**src/rtl/fsc_pkg.sv**
```systemverilog
////////////////////////////////////////////////////////////////////////////////
// Shared constants and types of the fan spin-up controller.
package fsc_pkg;

    // Clock period of pclk in nanoseconds.
    localparam int unsigned CLK_PERIOD_NS    = 25;
    // Base spin-up interval (0.05 s) in nanoseconds; longer codes double it.
    localparam int unsigned SPIN_UNIT_NS     = 50_000_000;
    // Clock cycles in one base interval.
    localparam int unsigned SPIN_UNIT_CYCLES = SPIN_UNIT_NS / CLK_PERIOD_NS;

    // Register indices; the byte address is four times the index.
    localparam logic [7:0]  IDX_TACH_CFG  = 8'h03;
    localparam logic [7:0]  IDX_SPIN_CFG  = 8'h4b;
    localparam logic [7:0]  IDX_LEVEL     = 8'h4c;
    localparam logic [11:0] ADDR_TACH_CFG = {2'b00, IDX_TACH_CFG, 2'b00};
    localparam logic [11:0] ADDR_SPIN_CFG = {2'b00, IDX_SPIN_CFG, 2'b00};
    localparam logic [11:0] ADDR_LEVEL    = {2'b00, IDX_LEVEL, 2'b00};

    // Values after reset.
    localparam logic [7:0]  SPIN_CFG_RST  = 8'h3f;
    localparam logic [7:0]  TACH_CFG_RST  = 8'h00;

    // Field positions.
    localparam int unsigned FAST_BIT      = 5;
    localparam int unsigned DUTY_LSB      = 3;
    localparam int unsigned TIME_LSB      = 0;
    localparam int unsigned TACH_SEL_BIT  = 2;

    // PWM compare values on a 64-step period; 64 means always on.
    localparam logic [6:0]  DUTY_OFF      = 7'h00;
    localparam logic [6:0]  DUTY_HALF     = 7'h20;
    localparam logic [6:0]  DUTY_3Q       = 7'h30;
    localparam logic [6:0]  DUTY_FULL     = 7'h40;

    // Spin-up sequencer states.
    typedef enum logic [0:0] {
        FSC_IDLE = 1'b0,
        FSC_SPIN = 1'b1
    } fsc_state_t;

endpackage : fsc_pkg

```
**src/rtl/fsc_top.sv**
```systemverilog
// The APB register port was left to the implementer.
`timescale 1ns/100ps
////////////////////////////////////////////////////////////////////////////////
// Operation
// - Bits 7:6 of the spin-up configuration register are unused and always read zero.
// - With fast start cleared, spin-up uses the programmed duty and interval fields.
// - With fast start set, full duty runs until the interval ends or, with the shared pin set as tach input, tach speed is reached.
// - With fast start set, the duty field is ignored and spin-up duty is always full.
// - An interval code of zero bypasses spin-up even with fast start set.
// - A duty code of zero bypasses spin-up unless fast start is set.
// - Duty codes 01, 10 and 11 give half, about three quarter and full duty.
// - Interval codes 1 to 7 give 0.05 s doubling up to 3.2 s.
// - The current level register reads zero while spin-up is running.
module fsc_top #(
    parameter int unsigned UNIT_CYCLES = fsc_pkg::SPIN_UNIT_CYCLES
) (
    input  wire logic        pclk,             // APB clock, 40 MHz.
    input  wire logic        presetn,          // Asynchronous reset, active low.
    input  wire logic        psel,             // APB select.
    input  wire logic        penable,          // APB access phase.
    input  wire logic        pwrite,           // APB write direction.
    input  wire logic [11:0] paddr,            // APB byte address.
    input  wire logic [31:0] pwdata,           // APB write data.
    output logic      [31:0] prdata,           // APB read data.
    output logic             pready,           // APB ready.
    output logic             pslverr,          // APB error for unmapped address.
    input  wire logic [5:0]  commanded_level,  // Level from normal fan control.
    input  wire logic        tach_at_setpoint, // Tach speed reached setpoint.
    output logic             pwm_out,          // Open-drain PWM output value.
    output logic             pwm_oe,           // PWM pin pulled low while high.
    output logic             spin_active       // Spin-up phase running.
);

    localparam int unsigned PW = $clog2(UNIT_CYCLES + 1);

    fsc_pkg::fsc_state_t state_reg;
    fsc_pkg::fsc_state_t state_next;
    logic [7:0]    spin_cfg_reg;
    logic [7:0]    tach_cfg_reg;
    logic [5:0]    level_prev_reg;
    logic [PW-1:0] pre_cnt_reg;
    logic [6:0]    ticks_left_reg;
    logic [5:0]    pwm_cnt_reg;
    logic          setup;
    logic          access;
    logic          fast;
    logic          tach_sel;
    logic [1:0]    duty_sel;
    logic [2:0]    time_sel;
    logic          start;
    logic          bypass;
    logic          unit_tick;
    logic          tach_done;
    logic [6:0]    spin_cmp;
    logic [6:0]    cmp;
    logic [6:0]    interval_ticks;
    logic [5:0]    level_view;

    ////////////////////////////////////////////////////////////////////////////
    // Field decode of the configuration registers.
    assign fast     = spin_cfg_reg[fsc_pkg::FAST_BIT];
    assign duty_sel = spin_cfg_reg[fsc_pkg::DUTY_LSB +: 2];
    assign time_sel = spin_cfg_reg[fsc_pkg::TIME_LSB +: 3];
    assign tach_sel = tach_cfg_reg[fsc_pkg::TACH_SEL_BIT];

    // APB phases.
    assign setup  = psel & ~penable;
    assign access = psel & penable;

    ////////////////////////////////////////////////////////////////////////////
    // Register writes take effect in the access phase; spin-up configuration bits 7:6 stay zero.
    always_ff @(posedge pclk or negedge presetn) begin
        if (!presetn) begin
            spin_cfg_reg <= fsc_pkg::SPIN_CFG_RST;
            tach_cfg_reg <= fsc_pkg::TACH_CFG_RST;
        end else if (access && pwrite) begin
            if (paddr == fsc_pkg::ADDR_SPIN_CFG) begin
                spin_cfg_reg <= {2'b00, pwdata[5:0]};
            end
            if (paddr == fsc_pkg::ADDR_TACH_CFG) begin
                tach_cfg_reg <= pwdata[7:0];
            end
        end
    end

    // Level seen by software hides the drive during spin-up.
    assign level_view = (state_reg == fsc_pkg::FSC_SPIN) ? 6'h00 : commanded_level;

    // Read data and error are registered in the setup phase; zero wait states.
    always_ff @(posedge pclk or negedge presetn) begin
        if (!presetn) begin
            prdata  <= 32'h0000_0000;
            pslverr <= 1'b0;
            pready  <= 1'b0;
        end else begin
            pready <= 1'b1;
            if (setup) begin
                pslverr <= 1'b0;
                prdata  <= 32'h0000_0000;
                case (paddr)
                    fsc_pkg::ADDR_SPIN_CFG: prdata <= {24'h00_0000, spin_cfg_reg};
                    fsc_pkg::ADDR_TACH_CFG: prdata <= {24'h00_0000, tach_cfg_reg};
                    fsc_pkg::ADDR_LEVEL:    prdata <= {26'h0, level_view};
                    default:                pslverr <= 1'b1;
                endcase
            end
        end
    end

    ////////////////////////////////////////////////////////////////////////////
    // Interval length in base units: 1, 2, 4 ... 64.
    assign interval_ticks = (time_sel == 3'h0) ? 7'h00 : 7'(7'h01 << (time_sel - 3'h1));

    // Start when the commanded level leaves zero; bypass on zero interval, or on zero duty with fast start clear.
    assign start  = (level_prev_reg == 6'h00) && (commanded_level != 6'h00);
    assign bypass = (time_sel == 3'h0) ||
                    ((duty_sel == 2'b00) && !fast);

    // Tach ends a fast start only when the shared pin is set up as tach input.
    assign tach_done = fast && tach_sel && tach_at_setpoint;

    // One base unit elapsed on the prescaler.
    assign unit_tick = (pre_cnt_reg == PW'(UNIT_CYCLES - 1));

    // Previous commanded level for edge detection.
    always_ff @(posedge pclk or negedge presetn) begin
        if (!presetn) begin
            level_prev_reg <= 6'h00;
        end else begin
            level_prev_reg <= commanded_level;
        end
    end

    // Next state of the spin-up sequencer.
    always_comb begin
        state_next = state_reg;
        case (state_reg)
            fsc_pkg::FSC_IDLE: begin
                if (start && !bypass) begin
                    state_next = fsc_pkg::FSC_SPIN;
                end
            end
            fsc_pkg::FSC_SPIN: begin
                if (commanded_level == 6'h00 || tach_done) begin
                    state_next = fsc_pkg::FSC_IDLE;
                end else if (unit_tick && ticks_left_reg == 7'h01) begin
                    state_next = fsc_pkg::FSC_IDLE;
                end
            end
            default: state_next = fsc_pkg::FSC_IDLE;
        endcase
    end

    // State register.
    always_ff @(posedge pclk or negedge presetn) begin
        if (!presetn) begin
            state_reg <= fsc_pkg::FSC_IDLE;
        end else begin
            state_reg <= state_next;
        end
    end

    // Prescaler and remaining-unit counter, loaded at the start of spin-up.
    always_ff @(posedge pclk or negedge presetn) begin
        if (!presetn) begin
            pre_cnt_reg    <= '0;
            ticks_left_reg <= 7'h00;
        end else if (state_reg == fsc_pkg::FSC_IDLE) begin
            pre_cnt_reg    <= '0;
            ticks_left_reg <= interval_ticks;
        end else if (unit_tick) begin
            pre_cnt_reg    <= '0;
            ticks_left_reg <= ticks_left_reg - 7'h01;
        end else begin
            pre_cnt_reg    <= pre_cnt_reg + PW'(1);
        end
    end

    ////////////////////////////////////////////////////////////////////////////
    // Spin-up compare value from the duty field, forced full in fast mode.
    always_comb begin
        case (duty_sel)
            2'b01:   spin_cmp = fsc_pkg::DUTY_HALF;
            2'b10:   spin_cmp = fsc_pkg::DUTY_3Q;
            2'b11:   spin_cmp = fsc_pkg::DUTY_FULL;
            default: spin_cmp = fsc_pkg::DUTY_OFF;
        endcase
        if (fast) begin
            spin_cmp = fsc_pkg::DUTY_FULL;
        end
    end

    // Spin-up duty overrides the normal level, which returns afterwards.
    assign cmp = (state_reg == fsc_pkg::FSC_SPIN) ? spin_cmp : {1'b0, commanded_level};

    // Free-running 64-step PWM period counter.
    always_ff @(posedge pclk or negedge presetn) begin
        if (!presetn) begin
            pwm_cnt_reg <= 6'h00;
        end else begin
            pwm_cnt_reg <= pwm_cnt_reg + 6'h01;
        end
    end

    // Open-drain drive: the pin is released (fan on) while the count is below compare.
    always_ff @(posedge pclk or negedge presetn) begin
        if (!presetn) begin
            pwm_out     <= 1'b0;
            pwm_oe      <= 1'b1;
            spin_active <= 1'b0;
        end else begin
            pwm_out     <= 1'b0;
            pwm_oe      <= !({1'b0, pwm_cnt_reg} < cmp);
            spin_active <= (state_next == fsc_pkg::FSC_SPIN);
        end
    end

    ////////////////////////////////////////////////////////////////////////////
    // Checks on the sequencer and register behaviour.
    rsvd_read_zero_a: assert property (
        @(posedge pclk) disable iff (!presetn)
        (setup && !pwrite && paddr == fsc_pkg::ADDR_SPIN_CFG) |=> (prdata[7:6] == 2'b00))
        else $error("Reserved configuration bits read nonzero.");

    spin_duty_sel_a: assert property (
        @(posedge pclk) disable iff (!presetn)
        (state_reg == fsc_pkg::FSC_SPIN && !fast && duty_sel == 2'b01) |-> (cmp == 7'h20))
        else $error("Half duty not applied during spin-up.");

    spin_duty_3q_a: assert property (
        @(posedge pclk) disable iff (!presetn)
        (state_reg == fsc_pkg::FSC_SPIN && !fast && duty_sel == 2'b10)
        |=> (pwm_oe == ($past(pwm_cnt_reg) >= 6'h30)))
        else $error("Three quarter duty not applied during spin-up.");

    fast_full_on_a: assert property (
        @(posedge pclk) disable iff (!presetn)
        (state_reg == fsc_pkg::FSC_SPIN && fast) [*2] |=> !pwm_oe)
        else $error("Fast spin-up did not hold full duty.");

    tach_stop_a: assert property (
        @(posedge pclk) disable iff (!presetn)
        (state_reg == fsc_pkg::FSC_SPIN && fast && tach_sel && tach_at_setpoint)
        |=> (state_reg == fsc_pkg::FSC_IDLE) ##1 !spin_active)
        else $error("Tach setpoint did not end spin-up.");

    time_zero_skip_a: assert property (
        @(posedge pclk) disable iff (!presetn)
        (state_reg == fsc_pkg::FSC_IDLE && start && time_sel == 3'h0)
        |=> (state_reg == fsc_pkg::FSC_IDLE))
        else $error("Zero interval did not bypass spin-up.");

    duty_zero_skip_a: assert property (
        @(posedge pclk) disable iff (!presetn)
        (state_reg == fsc_pkg::FSC_IDLE && start && time_sel != 3'h0 && duty_sel == 2'b00)
        |=> (state_reg == (fast ? fsc_pkg::FSC_SPIN : fsc_pkg::FSC_IDLE)))
        else $error("Zero duty bypass handled wrongly.");

    level_hidden_a: assert property (
        @(posedge pclk) disable iff (!presetn)
        (setup && !pwrite && paddr == fsc_pkg::ADDR_LEVEL && state_reg == fsc_pkg::FSC_SPIN)
        |=> (prdata == 32'h0000_0000))
        else $error("Level register not zero during spin-up.");

    spin_start_a: assert property (
        @(posedge pclk) disable iff (!presetn)
        (state_reg == fsc_pkg::FSC_IDLE && start && !bypass)
        |=> (state_reg == fsc_pkg::FSC_SPIN) ##0 (ticks_left_reg == $past(interval_ticks)))
        else $error("Spin-up did not start with the programmed interval.");

    level_drop_end_a: assert property (
        @(posedge pclk) disable iff (!presetn)
        (state_reg == fsc_pkg::FSC_SPIN && commanded_level == 6'h00)
        |=> (state_reg == fsc_pkg::FSC_IDLE) ##0 !spin_active)
        else $error("Spin-up did not end when the level fell to zero.");

    interval_end_a: assert property (
        @(posedge pclk) disable iff (!presetn)
        (state_reg == fsc_pkg::FSC_SPIN && unit_tick && ticks_left_reg == 7'h01)
        |=> (state_reg == fsc_pkg::FSC_IDLE))
        else $error("Spin-up outlasted its interval.");

    prescale_bound_a: assert property (
        @(posedge pclk) disable iff (!presetn)
        (pre_cnt_reg <= PW'(UNIT_CYCLES - 1)))
        else $error("Prescaler ran past one base unit.");

    spin_normal_c: cover property (
        @(posedge pclk) disable iff (!presetn)
        (state_reg == fsc_pkg::FSC_SPIN && !fast) ##1 (state_reg == fsc_pkg::FSC_IDLE));

    spin_tach_c: cover property (
        @(posedge pclk) disable iff (!presetn)
        (state_reg == fsc_pkg::FSC_SPIN && tach_done));

    spin_bypass_c: cover property (
        @(posedge pclk) disable iff (!presetn)
        (state_reg == fsc_pkg::FSC_IDLE && start && bypass));

    spin_abort_c: cover property (
        @(posedge pclk) disable iff (!presetn)
        (state_reg == fsc_pkg::FSC_SPIN && commanded_level == 6'h00));

endmodule : fsc_top

```
**config.mk**
```make
export PLATFORM = sky130hd
export DESIGN_NAME = fsc_top
export DESIGN_NICKNAME = d
export VERILOG_FILES = /design/src/rtl/fsc_pkg.sv /design/src/rtl/fsc_top.sv
export SDC_FILE = /design/constraint.sdc
export NUM_CORES = 1
export LEC_CHECK = 0
export BUFFER_PORTS_ARGS = -buffer_cell sky130_fd_sc_hd__buf_2
export CAP_MARGIN = 30
export CORE_MARGIN = 2
export CORE_UTILIZATION = 57
export DETAILED_ROUTE_END_ITERATION = 12
export GPL_ROUTABILITY_DRIVEN = 0
export GPL_TIMING_DRIVEN = 0
export PLACE_DENSITY = 0.85
export SLEW_MARGIN = 0
export SYNTH_ARGS = -nofsm -noshare
export SYNTH_HDL_FRONTEND = slang
export SYNTH_SLANG_ARGS = --single-unit
```
**constraint.sdc**
```tcl
create_clock -name pclk -period 6.1 [get_ports pclk]
set_input_delay 0 -clock pclk [delete_from_list [all_inputs] [get_ports pclk]]
set_output_delay 0 -clock pclk [all_outputs]
set_load 0.01 [all_outputs]
```
==> After elaboration in Yosys (flattened, before gate mapping) <==
Cells that the tools add are included.
{ "totals": {"ff_bits": 90, "input_bits": 56, "output_inout_bits": 37, "elab_cells": 65} }
{ "op_classes": {"addsub": 4, "order_cmp": 1, "eq_ne": 9, "shift": 1, "muxes": 15, "bitwise": 4, "reduce_logical": 20} }
{ "ops": {"columns": ["operator", "count"], "rows": [
  ["$mux W21", 2],
  ["$mux W7", 5],
  ["$eq A12 B9 Y1 const B", 2],
  ["$pmux W8 S3", 1],
  ["$add A21 B1 Y21 const B", 1],
  ["$eq A21 B21 Y1 const B", 1],
  ["$pmux W7 S3", 1],
  ["$eq A12 B4 Y1 const B", 1],
  ["$logic_not A6 Y1", 2],
  ["$eq A7 B1 Y1 const B", 1],
  ["$logic_and A1 B1 Y1", 7],
  ["$lt A6 B7 Y1", 1],
  ["$shl A1 B3 Y7 const A", 1],
  ["$sub A7 B1 Y7 const B", 1],
  ["$add A6 B1 Y6 const B", 1],
  ["$mux W6", 1],
  ["$reduce_bool A6 Y1", 1],
  ["$eq A2 B2 Y1 const B", 2],
  ["$mux W1", 4],
  ["$reduce_and A2 Y1", 2],
  ["$logic_not A1 Y1", 3],
  ["$logic_not A3 Y1", 1],
  ["$reduce_or A3 Y1", 1],
  ["$sub A3 B1 Y3 const B", 1],
  ["other kinds (7)", 10]
]} }

==> Depth between registers and ports, before layout <==
Gate-level depths: netlist of run 1.
{ "logic_depth": {"depth_word": 7, "mapped_depth": 9, "mapped_depth_nobuf": 7} }

==> Worst setup path after synthesis of run 1 <==
Ideal clock, no wire load.
{ "synth_path": {"path_kind": "reg-to-reg", "startpoint": "reg pre_cnt_reg[0]", "endpoint": "reg pre_cnt_reg[10]", "setup_ps": 132, "arrival_time_ps": 1870, "required_time_ps": 5968, "path_slack_ps": 4099, "path_stages_with_launch": 8, "path_buffers": 3, "synth_period_minus_slack_ps": 2001, "path_cell_list": "dfrtp_1 ha_1 clkbuf_1 nand4_1 clkbuf_1 o21ai_1 clkbuf_1 nor2_1"} }
{ "synth_between": {"elab_chain_len": 3, "elab_cells_between_ends": 4, "classes_between": "add/sub: 1; eq/ne: 1; mux: 2"} }
{ "synth_rtl": {"columns": ["item", "line_no", "rtl"], "rows": [
  ["start: declaration", "fsc_top.sv:41", "logic [PW-1:0] pre_cnt_reg;"],
  ["start signal: assignment", "fsc_top.sv:175", "pre_cnt_reg <= pre_cnt_reg + PW'(1);"],
  ["$add A21 B1 Y21 / $eq A21 B21 Y1 (equally long branches)", "fsc_top.sv:175, fsc_top.sv:123", null],
  ["$mux W21 *", "fsc_top.sv:171", "end else if (unit_tick) begin"],
  ["$mux W21 *", "fsc_top.sv:168", "end else if (state_reg == fsc_pkg::FSC_IDLE) begin"]
]} }
Mark *: on every way between the ends. The rest lies on a longest branch, timed or not.
A chain may end at the register's enable or synchronous reset.

==> Worst setup path after layout of run 1 <==
{ "layout_path": {"startpoint": "reg pre_cnt_reg[0]", "endpoint": "reg pre_cnt_reg[5]"} }
The elaborated chain is that of the path after synthesis.

==> summary.txt, run 1 <==
Layout
  – N_diodes: 0
  – Core Util, Final: 0.703
  – Fin nets: approximately 530
  – Fillers: 468
  – Post-route cell area: ~4400 um2
  – Layout cells sized above 1: 0.252
  – Final Instance Count excl. Fillers: roughly 540
  – Max reg flops: 21
  – Area growth syn-to-layout: 21.0%
  – Reg area: approximately 1700 um2
  – Multi-input logic area: around 1800 um2

Run status
  – Outcome: finished clean

Power
  – Static leakage: roughly 2.0 nW
  – Combinational power share: 0.075
  – Sequential share of power: 0.504
  – PwrDens: ~200 nW/um2
  – Clock share of power: 0.420
  – Peak VDD IR: between 0.15 and 0.2 mV
  – Switching share of power: 0.247
  – Int Power: 0.000659 W
  – Sw Pwr: roughly 0.00022 W

Timing
  – Worst slew pin tran: roughly 0.82 ns
  – Post-route minimum period: between 2 and 3 ns
  – Fmax: 376 MHz
  – Setup-failing EPs final: 0
  – Rel. slew slack: 0.451
  – Period utilization: 0.436
  – Final Hold Fails: 0
  – WHS: 0.0110 ns
  – Skew final: ~0.011 ns
  – Final TNS setup: 0 ns
  – RSZ-0062 raised after global routing: false
  – Final Max Tran Viols: 0

Synthesis
  – Mux share of post-synthesis cell area: 0.0435
  – Largest family of logic cells by synthesized area: simple AND/OR/NAND/NOR gates
  – Ys async rst share: 1.00
  – Synth warn: 0
  – Post-synthesis adder-cell area fraction: 0.0449
  – Syn avg cell area: approximately 10 um2
  – Synth Area in Simple Gates: 0.224
  – Complex-gate fraction of the synthesized area: 0.108
  – Post-synthesis sequential area ratio: 0.458
  – Synth top area cells: dfrtp_1 41%, buf_4 5.2%, dfstp_2 5.1%
  – Post-Synthesis Cells: 365
  – Yosys reg bits: 66
  – Distinct cells, synth: 50
  – Number of flops mapped to enable cells by yosys: 0
  – Post-Syn Area: 3620 um2
  – Top cell type's share of synthesized area: 0.407
  – Post-synth top area cell: dfrtp_1
  – Main synth FF type: dfrtp_1
  – Xor/xnor cell area share of the yosys netlist: 0.0411

Clock network
  – Num CTS Buffers: 9
  – Clk_lat worst skew: 0.35 ns
  – Clock root buffer: clkbuf_8
  – Clock transition at path regs: about 0.080 ns
  – TritonCTS clock tree: yes
  – CTS Sinks: 66
  – H-tree depth: 3
  – PostCTS Resize Cnt: 0
  – Max Buffers Root-to-Sink: 2

Detailed routing
  – Pre-Repair DR Iteration Count: 4
  – Starting DRT DRC Count: 262
  – Via count: 3093
  – DRC viols: 0
  – DR vias/cell: 5.71
  – Post-Route WL: between 8000 and 9000 um
  – Routed len/inst: roughly 16 um
  – DRT antenna net count: 0

Place
  – Placed cell areas: about 4000 um2
  – Placed Instances: slightly above 500
  – Port-buffer cells: 43
  – Dpl hpwl: ~5600 um

Floorplanning
  – Die area: approximately 7000 um2
  – Starting Density: 0.581
  – IO Count: between 90 and 100
  – Height of the die: about 84 um
  – Row count: 29
  – Core area: 6240 um2
  – Die width: roughly 84 um

Worst setup path
  – Flop-to-flop setup slack: approximately 3.4 ns
  – Crit path max-delay family: buffers and inverters
  – Setup crit start: pre_cnt_reg[0]$_DFF_PN0_
  – Worst flop-to-flop path startpoint: pre_cnt_reg[0]$_DFF_PN0_
  – Req. time, crit path: 6.31 ns
  – Reg2reg path depth: 7
  – Critical Path End Type: flop
  – CP bufs+invs: 3
  – Cell repeated most along the worst path: clkbuf_1
  – Crit Path Category: reg -> reg
  – Critical Path AT: 2.87 ns
  – Max stage delay on crit path: approximately 0.60 ns
  – Worst-path maximum fanout: 10
  – Critical-path cell list: ha_1, clkbuf_1, nand4_1, clkbuf_1, o21ai_1, clkbuf_1, nor2_1
  – CP max stage cell: o21ai_1
  – Startpoint types: flop
  – RR Endpoint: pre_cnt_reg[5]$_DFF_PN0_

Global route
  – Initial antenna violation count: 0
  – Total global-route track usage: 0.255
  – Largest net degree at the start of global routing: 67
  – Total gr overflow: 0
  – Vias in the first global route: between 3k and 4k
  – First-pass GRT wire length: 14400 um

Min path
  – Min-delay worst type: in -> reg
  – Hold Path End: spin_active$_DFF_PN0_
  – Hold Path Stages: 4
  – HP Start: tach_at_setpoint

Flow run
  – Maxcap violations: 0
==> layout make-up <==
cell class / instances / area share
clock buffers: 9 / 0.0282
inverters: 9 / 0.00770
flip-flops and latches: 66 / 0.378
well taps: 77 / 0.0220
clock inverters: 7 / 0.0157
plain buffers: 42 / 0.0576
multi-input cells: 272 / 0.403
repair buffers: 60 / 0.0873
==> layout by cell type (no fill, tap or decap), types with 4 or more instances in the layout <==
master,n
a2111oi_0,4
a21oi_1,9
a31oi_1,4
and2_1,6
and3_1,6
buf_2,42
buf_4,26
clkbuf_1,15
clkbuf_8,9
conb_1,26
dfrtp_1,59
dfstp_2,7
dlygate4sd3_1,16
ha_1,13
inv_1,9
mux2_2,14
nand2_1,30
nand2b_1,4
nand3_1,17
nand3b_1,4
nand4_1,10
nor2_1,25
nor3_1,7
nor4_1,6
o21ai_0,14
o31ai_1,5
or3b_2,5
or4_1,9
xor2_1,14
==> worst min-delay path, delay by kind of cell <==
kind                   cells  cell delay [ns]
AND/OR/NAND/NOR            2             0.15
AO/OA/AOI/OAI              1             0.07
buffers and inverters      1             0.08
==> Yosys cell counts (2+ instances only) <==
| master | number |
|---|---|
| a2111oi_0 | 4 |
| a21o_1 | 2 |
| a21oi_1 | 9 |
| a22o_1 | 2 |
| a22oi_1 | 3 |
| a31oi_1 | 4 |
| a32oi_1 | 2 |
| and2_1 | 6 |
| and3_1 | 6 |
| and4_1 | 3 |
| buf_4 | 25 |
| clkbuf_1 | 15 |
| conb_1 | 2 |
| dfrtp_1 | 59 |
| dfstp_2 | 7 |
| ha_1 | 13 |
| inv_1 | 9 |
| mux2_2 | 14 |
| nand2_1 | 30 |
| nand2b_1 | 4 |
| nand3_1 | 17 |
| nand3b_1 | 4 |
| nand4_1 | 10 |
| nor2_1 | 25 |
| nor3_1 | 7 |
| nor4_1 | 6 |
| nor4_4 | 2 |
| nor4b_1 | 3 |
| o211ai_1 | 3 |
| o21ai_0 | 14 |
| o311ai_0 | 3 |
| o31ai_1 | 5 |
| or2_2 | 2 |
| or3_1 | 2 |
| or3b_2 | 5 |
| or4_1 | 9 |
| xnor2_1 | 3 |
| xor2_1 | 14 |
==> metal layers <==
layer / up-vias / track usage / share of wire
li1: 1455 / - / -
met1: 1508 / 0.311 / 0.41
met2: 105 / 0.448 / 0.52
met3: 25 / 0.0435 / 0.043
met4: 0 / 0.106 / 0.025
met5: - / 0 / 0
==> worst max-delay path by stage <==
stage | slack, ns | end | depth (start not counted)
2_1_floorplan | 4.10 | pre_cnt_reg[10]$_DFF_PN0_ | 7
3_3_place_gp | 3.50 | pre_cnt_reg[12]$_DFF_PN0_ | 7
3_5_place_dp | 3.42 | pre_cnt_reg[11]$_DFF_PN0_ | 7
4_1_cts | 3.42 | pre_cnt_reg[0]$_DFF_PN0_ | 7
5_1_grt | 3.18 | pre_cnt_reg[7]$_DFF_PN0_ | 7
6_report | 3.44 | pre_cnt_reg[5]$_DFF_PN0_ | 7
==> power by group through the flow <==
stage | logic [W] | registers [W] | clock network [W]
floorplan | 0.0000305 | 0.000450 | 0
global placement | 0.0000551 | 0.000450 | 0
detailed placement | 0.0000561 | 0.000450 | 0
CTS | 0.0000643 | 0.000442 | 0.000369
global route | 0.0000730 | 0.000442 | 0.000389
finish | 0.0000659 | 0.000441 | 0.000368
==> through the flow <==
| step | total power [W] | worst slack, ns |
|---|---|---|
| after floorplan | 0.000481 | 4.10 |
| after global placement | 0.000505 | 3.50 |
| after detailed placement | 0.000506 | 3.42 |
| after CTS | 0.000875 | 3.42 |
| after global routing | 0.000903 | 3.18 |
| final | 0.000875 | 3.44 |
==> logic make-up (layout without fill, tap and decap cells) <==
logic type,after synthesis,count (layout)
mux,14,14
simple gates,144,144
other cells,2,26
compound gates,58,58
xor+xnor,17,17
buf+inv,51,127
flops,66,66
fa+ha+maj,13,13
==> timing repair <==
action,in CTS,in global routing
hold endpoints to repair,82,0
hold buffers,16,0
buffers inserted,0,0
No activity file was read; power rests on OpenSTA's default activity.
==> run 2, diff against run 1 <==
CORE_UTILIZATION = 48   (was 57)
PLACE_DENSITY = 0.76   (was 0.85)
clock period = 2.2 ns   (was 6.1 ns; I/O delays follow)
==> run 2 against run 1 <==
  * Power increased to 3.1 times the previous value
  * Via count down 3.3%
  * Fmax rose by 30%
  * First-iteration DRC count decreased by 42%
  * Hold slack improved by 0.011 ns
  * Sequential power grew to 2.8 times the previous value
  * Sequential share of layout area down 0.91 points
  * Critical path depth decreased by 1
  * Sequential cell count unchanged
==> summary.txt, run 2 (synthesis results as in run 1) <==
Run status
  – Outcome: finished clean

Layout
  – N_diodes: 0
  – Fillers: about 630
  – Core Util, Final: 0.617
  – Commonest non-fill, non-tap cell in the layout: dfrtp_1
  – Fin nets: 529
  – Max reg flops: 21
  – Area growth syn-to-layout: 24.1%
  – Layout cells sized above 1: 0.267
  – Commonest cells after routing, fill and taps aside: 58 x dfrtp_1, 42 x buf_2, 30 x nand2_1

Timing
  – Period utilization: 0.930
  – Final Hold Fails: 0
  – Final TNS setup: 0 ns
  – Worst slew pin tran: between 0.8 and 0.9 ns
  – Post-route minimum period: approximately 2 ns
  – WHS: ~0.022 ns
  – Skew final: about 0.005 ns
  – RSZ-0062 raised after global routing: false
  – Setup-failing EPs final: 0
  – Final Max Tran Viols: 0
  – Fmax: a little under 500 MHz
  – Rel. slew slack: 0.444

Power
  – PwrDens: slightly below 600 nW/um2
  – Static leakage: approximately 2 nW
  – Peak VDD IR: approximately 0.54 mV
  – Pwr Total: 0.00268 W

Worst setup path
  – Worst flop-to-flop path startpoint: pre_cnt_reg[13]$_DFF_PN0_
  – Crit Path Category: reg -> reg
  – Worst-path maximum fanout: 10
  – CP bufs+invs: 2
  – Flop-to-flop setup slack: between 0.15 and 0.2 ns
  – Startpoint types: flop
  – Critical Path End Type: flop
  – Req. time, crit path: ~2.4 ns
  – Crit path max-delay family: simple AND/OR/NAND/NOR gates
  – CP max stage cell: dfrtp_1
  – RR Endpoint: pre_cnt_reg[14]$_DFF_PN0_
  – Critical Path AT: around 2.3 ns
  – Critical-path cell list: nor4b_1, nand4_1, clkbuf_1, o21ai_4, clkbuf_2, nor2_1
  – Max stage delay on crit path: ~0.42 ns
  – Reg2reg path depth: 6

Detailed routing
  – DRT antenna net count: 0
  – Routed len/inst: around 14 um
  – Post-Route WL: around 8100 um
  – Starting DRT DRC Count: between 150 and 200
  – DR vias/cell: about 5.3
  – Pre-Repair DR Iteration Count: 6
  – DRC viols: 0
  – Via count: about 3k

Min path
  – HP Start: tach_at_setpoint
  – Min-delay worst type: in -> reg
  – Hold Path Stages: 4
  – Hold Path End: spin_active$_DFF_PN0_

Floorplanning
  – IO Count: 93
  – Row count: 31
  – Height of the die: approximately 90 um
  – Core area: 7290 um2
  – Die width: 90.9 um
  – Die area: approximately 8300 um2
  – Starting Density: 0.497

Place
  – Port-buffer cells: between 40 and 50
  – Dpl hpwl: 5650 um

Clock network
  – H-tree depth: 3
  – Clock transition at path regs: about 0.070 ns
  – Num CTS Buffers: 9
  – Clock root buffer: clkbuf_8
  – Clk_lat worst skew: about 0.34 ns
  – Max Buffers Root-to-Sink: 2
  – TritonCTS clock tree: yes
  – CTS Sinks: 66

Global route
  – Largest net degree at the start of global routing: 67
  – Total gr overflow: 0
  – Initial antenna violation count: 0
  – First-pass GRT wire length: between 10000 and 15000 um
  – Total global-route track usage: 0.200
  – Vias in the first global route: 2791

Flow run
  – Maxcap violations: 0
run 2: changes by cell type in the layout (fill, tap and decap cells not counted), moves of 2 or more:
cell / before / now
clkbuf_1: 15 / 10
clkbuf_2: 2 / 4
clkinv_2: 3 / 1
bufinv_16: 1 / 3
clkinvlp_4: 2 / 0
buf_4: 26 / 29
run 2: what timing repair did:
action,in CTS,in global routing
setup endpoints to repair,20,13
buffers inserted,0,3
resized for setup,3,3
hold buffers,16,0
hold endpoints to repair,81,0
pin swaps,0,1
run 2: power by group:
group          internal, W  switching (W)  total [W]  leakage (nW)
sequential         0.00122     0.00000227    0.00122         0.859
combinational    0.0000838      0.0000973   0.000181          1.05
clock             0.000788       0.000485    0.00127         0.127
run 2: area by class of cell:
| cell class | instances | area, um2 | area share |
|---|---|---|---|
| clock buffer | 10 | 138 | 0.0306 |
| buffer | 39 | 244 | 0.0542 |
| timing repair buffer | 63 | 405 | 0.0901 |
| multi-input combinational | 272 | 1780 | 0.396 |
| inverter | 9 | 33.8 | 0.00751 |
| clock inverter | 6 | 113 | 0.0250 |
| sequential | 66 | 1660 | 0.369 |
| tap | 99 | 124 | 0.0275 |
run 2: layer usage:
metal / wire length [um] / GRT usage / part of all wire
met1: 3460 / 0.247 / 0.43
met2: 4110 / 0.353 / 0.51
met3: 362 / 0.0509 / 0.045
met4: 155 / 0.0467 / 0.019
met5: 0 / 0 / 0
run 2: worst max path at each step:
stage,start,end,slack [ns],depth (start not counted)
global placement,pre_cnt_reg[0]$_DFF_PN0_,pre_cnt_reg[5]$_DFF_PN0_,-0.37,7
floorplan,pre_cnt_reg[0]$_DFF_PN0_,pre_cnt_reg[10]$_DFF_PN0_,0.20,7
CTS,pre_cnt_reg[16]$_DFF_PN0_,pre_cnt_reg[14]$_DFF_PN0_,0.01,6
global route,pre_cnt_reg[13]$_DFF_PN0_,pre_cnt_reg[7]$_DFF_PN0_,0.01,6
finish,pre_cnt_reg[13]$_DFF_PN0_,pre_cnt_reg[14]$_DFF_PN0_,0.15,6
detailed placement,pre_cnt_reg[0]$_DFF_PN0_,pre_cnt_reg[7]$_DFF_PN0_,-0.49,7
run 2: worst reg2reg max path, stage by stage (launching register included):
cell and delay (ns):
dfrtp_1 0.42, nor4b_1 0.38, nand4_1 0.23, clkbuf_1 0.30, o21ai_4 0.26, clkbuf_2 0.26, nor2_1 0.08
run 2: metrics by stage:
step                instance area [um2]  setup WS [ns]  std cells
global route                       4500         0.0113        564
finish                             4500          0.154        564
global placement                   4050         -0.374        531
detailed placement                 4060         -0.492        531
CTS                                4470         0.0118        560
floorplan                          3710          0.199        389
==> run 3, diff against run 2 <==
CORE_UTILIZATION = 50   (was 48)
CTS_BUF_LIST = sky130_fd_sc_hd__clkbuf_8   (was not set)
PLACE_DENSITY = 0.79   (was 0.76)
==> run 3 against run 2 <==
  * Routed wire length grew 0.75%
  * Cell area fell by 0.75%
  * Cell count decreased by 0.18%
  * Clock power is 11% lower
  * Non-clock buffer count is 1 lower
  * Critical path type unchanged
  * Critical endpoint is now pwm_oe$_DFF_PN1_
  * Largest power group is now sequential cells
==> summary.txt, run 3 (synthesis results as in run 1) <==
Run status
  – Outcome: finished clean

Min path
  – Hold Path Stages: 4
  – Min-delay worst type: in -> reg
  – HP Start: tach_at_setpoint
  – Hold Path End: spin_active$_DFF_PN0_

Clock network
  – CTS Sinks: 66
  – Clock transition at path regs: 0.07 ns
  – TritonCTS clock tree: yes
  – H-tree depth: 3
  – Clk_lat worst skew: around 0.34 ns
  – Max Buffers Root-to-Sink: 2
  – Num CTS Buffers: 9
  – Clock root buffer: clkbuf_8

Worst setup path
  – Critical Path AT: about 2.3 ns
  – Critical Path End Type: flop
  – Worst-path maximum fanout: 15
  – Crit Path Category: reg -> reg
  – Flop-to-flop setup slack: 0.16 ns
  – Startpoint types: flop
  – RR Endpoint: pwm_oe$_DFF_PN1_
  – Reg2reg path depth: 8
  – Req. time, crit path: approximately 2.5 ns
  – Worst flop-to-flop path startpoint: spin_active$_DFF_PN0_

Timing
  – Fmax: 491 MHz
  – Final Hold Fails: 0
  – Final TNS setup: 0 ns
  – Final Max Tran Viols: 0
  – Skew final: 0.0113 ns
  – Rel. slew slack: 0.452
  – Worst slew pin tran: approximately 0.82 ns
  – Period utilization: 0.925
  – RSZ-0062 raised after global routing: false
  – Setup-failing EPs final: 0
  – Post-route minimum period: approximately 2 ns

Layout
  – Commonest cells after routing, fill and taps aside: 58 x dfrtp_1, 42 x buf_2, 30 x nand2_1
  – Area growth syn-to-layout: 23.2%
  – Max reg flops: 21
  – Layout cells sized above 1: 0.265
  – Commonest non-fill, non-tap cell in the layout: dfrtp_1
  – Final Instance Count excl. Fillers: about 560
  – N_diodes: 0
  – Fin nets: ~530

Power
  – Static leakage: about 2 nW
  – Peak VDD IR: between 0.3 and 0.4 mV
  – PwrDens: 568 nW/um2
  – Pwr Total: around 0.0025 W

Global route
  – Total global-route track usage: 0.225
  – Total gr overflow: 0
  – Largest net degree at the start of global routing: 67
  – Initial antenna violation count: 0
  – Vias in the first global route: around 3k
  – First-pass GRT wire length: 13800 um

Floorplanning
  – Die area: between 7000 and 8000 um2
  – Row count: 31
  – Die width: 89.1 um
  – Core area: between 7000 and 8000 um2
  – Height of the die: roughly 89 um
  – IO Count: 93
  – Starting Density: 0.508

Detailed routing
  – Starting DRT DRC Count: 143
  – Via count: ~3.0k
  – Pre-Repair DR Iteration Count: 4
  – Post-Route WL: just over 8000 um
  – DR vias/cell: 5.33
  – DRT antenna net count: 0
  – Routed len/inst: approximately 14 um
  – DRC viols: 0

Place
  – Dpl hpwl: 5620 um
  – Placed Instances: roughly 530
  – Port-buffer cells: between 40 and 50

Flow run
  – Maxcap violations: 0
run 3: per-layer routing:
layer  vias up  part of all wire  track usage
met5         -                 0            0
met2       111              0.52        0.391
met3        12             0.057       0.0683
met1      1425              0.41        0.270
li1       1454                 -            -
met4         0             0.016       0.0665
run 3: how the worst max path moves through the flow:
stage / startpoint / endpoint / slack, ns / depth (start not counted)
after global placement: pre_cnt_reg[0]$_DFF_PN0_ / pre_cnt_reg[5]$_DFF_PN0_ / -0.36 / 7
after CTS: spin_active$_DFF_PN0_ / pwm_oe$_DFF_PN1_ / 0.002 / 8
after detailed placement: pre_cnt_reg[0]$_DFF_PN0_ / pre_cnt_reg[11]$_DFF_PN0_ / -0.43 / 7
after floorplan: pre_cnt_reg[0]$_DFF_PN0_ / pre_cnt_reg[10]$_DFF_PN0_ / 0.20 / 7
final: spin_active$_DFF_PN0_ / pwm_oe$_DFF_PN1_ / 0.16 / 8
after global routing: spin_active$_DFF_PN0_ / pwm_oe$_DFF_PN1_ / 0.03 / 8
run 3: area by class of cell:
class	instances	area, um2
Multi-Input combinational cell	272	1790
Inverter	9	33.8
Clock buffer	10	138
Timing Repair Buffer	61	390
Clock inverter	6	82.6
Tap cell	99	124
Fill cell	602	2670
Buffer	40	249
Sequential cell	66	1660
run 3: critical path, cell delays in order, from the launching register on:
cell and delay (ns):
dfrtp_2 0.53, inv_1 0.12, clkbuf_2 0.24, nor2_1 0.10, a22oi_1 0.20, ha_1 0.28, a21o_1 0.18, a22oi_1 0.19
o21ai_0 0.12
run 3: power by group:
group,internal (W),leakage (nW),switching [W],total [W]
Combinational,0.0000837,1.04,0.0000973,0.000181
Sequential,0.00122,0.859,0.00000228,0.00122
Clock,0.000663,0.117,0.000466,0.00113
run 3: repair_timing:
item	in CTS	in global routing
hold buffers	16	0
endpoints found under the hold margin	81	0
endpoints found under the setup margin	20	15
setup buffers	1	0
pin swaps	1	0
resized for setup	5	3
run 3: metrics by stage:
step	hold WS [ns]	setup slack [ns]	cell area, um2	util
6_report	0.00740	0.164	4460	0.626
5_1_grt	0.0437	0.0335	4460	0.626
4_1_cts	0.0216	0.00196	4460	0.625
3_5_place_dp	0.161	-0.430	4060	0.568
3_3_place_gp	0.177	-0.356	4050	0.568
2_1_floorplan	-0.296	0.199	3710	-
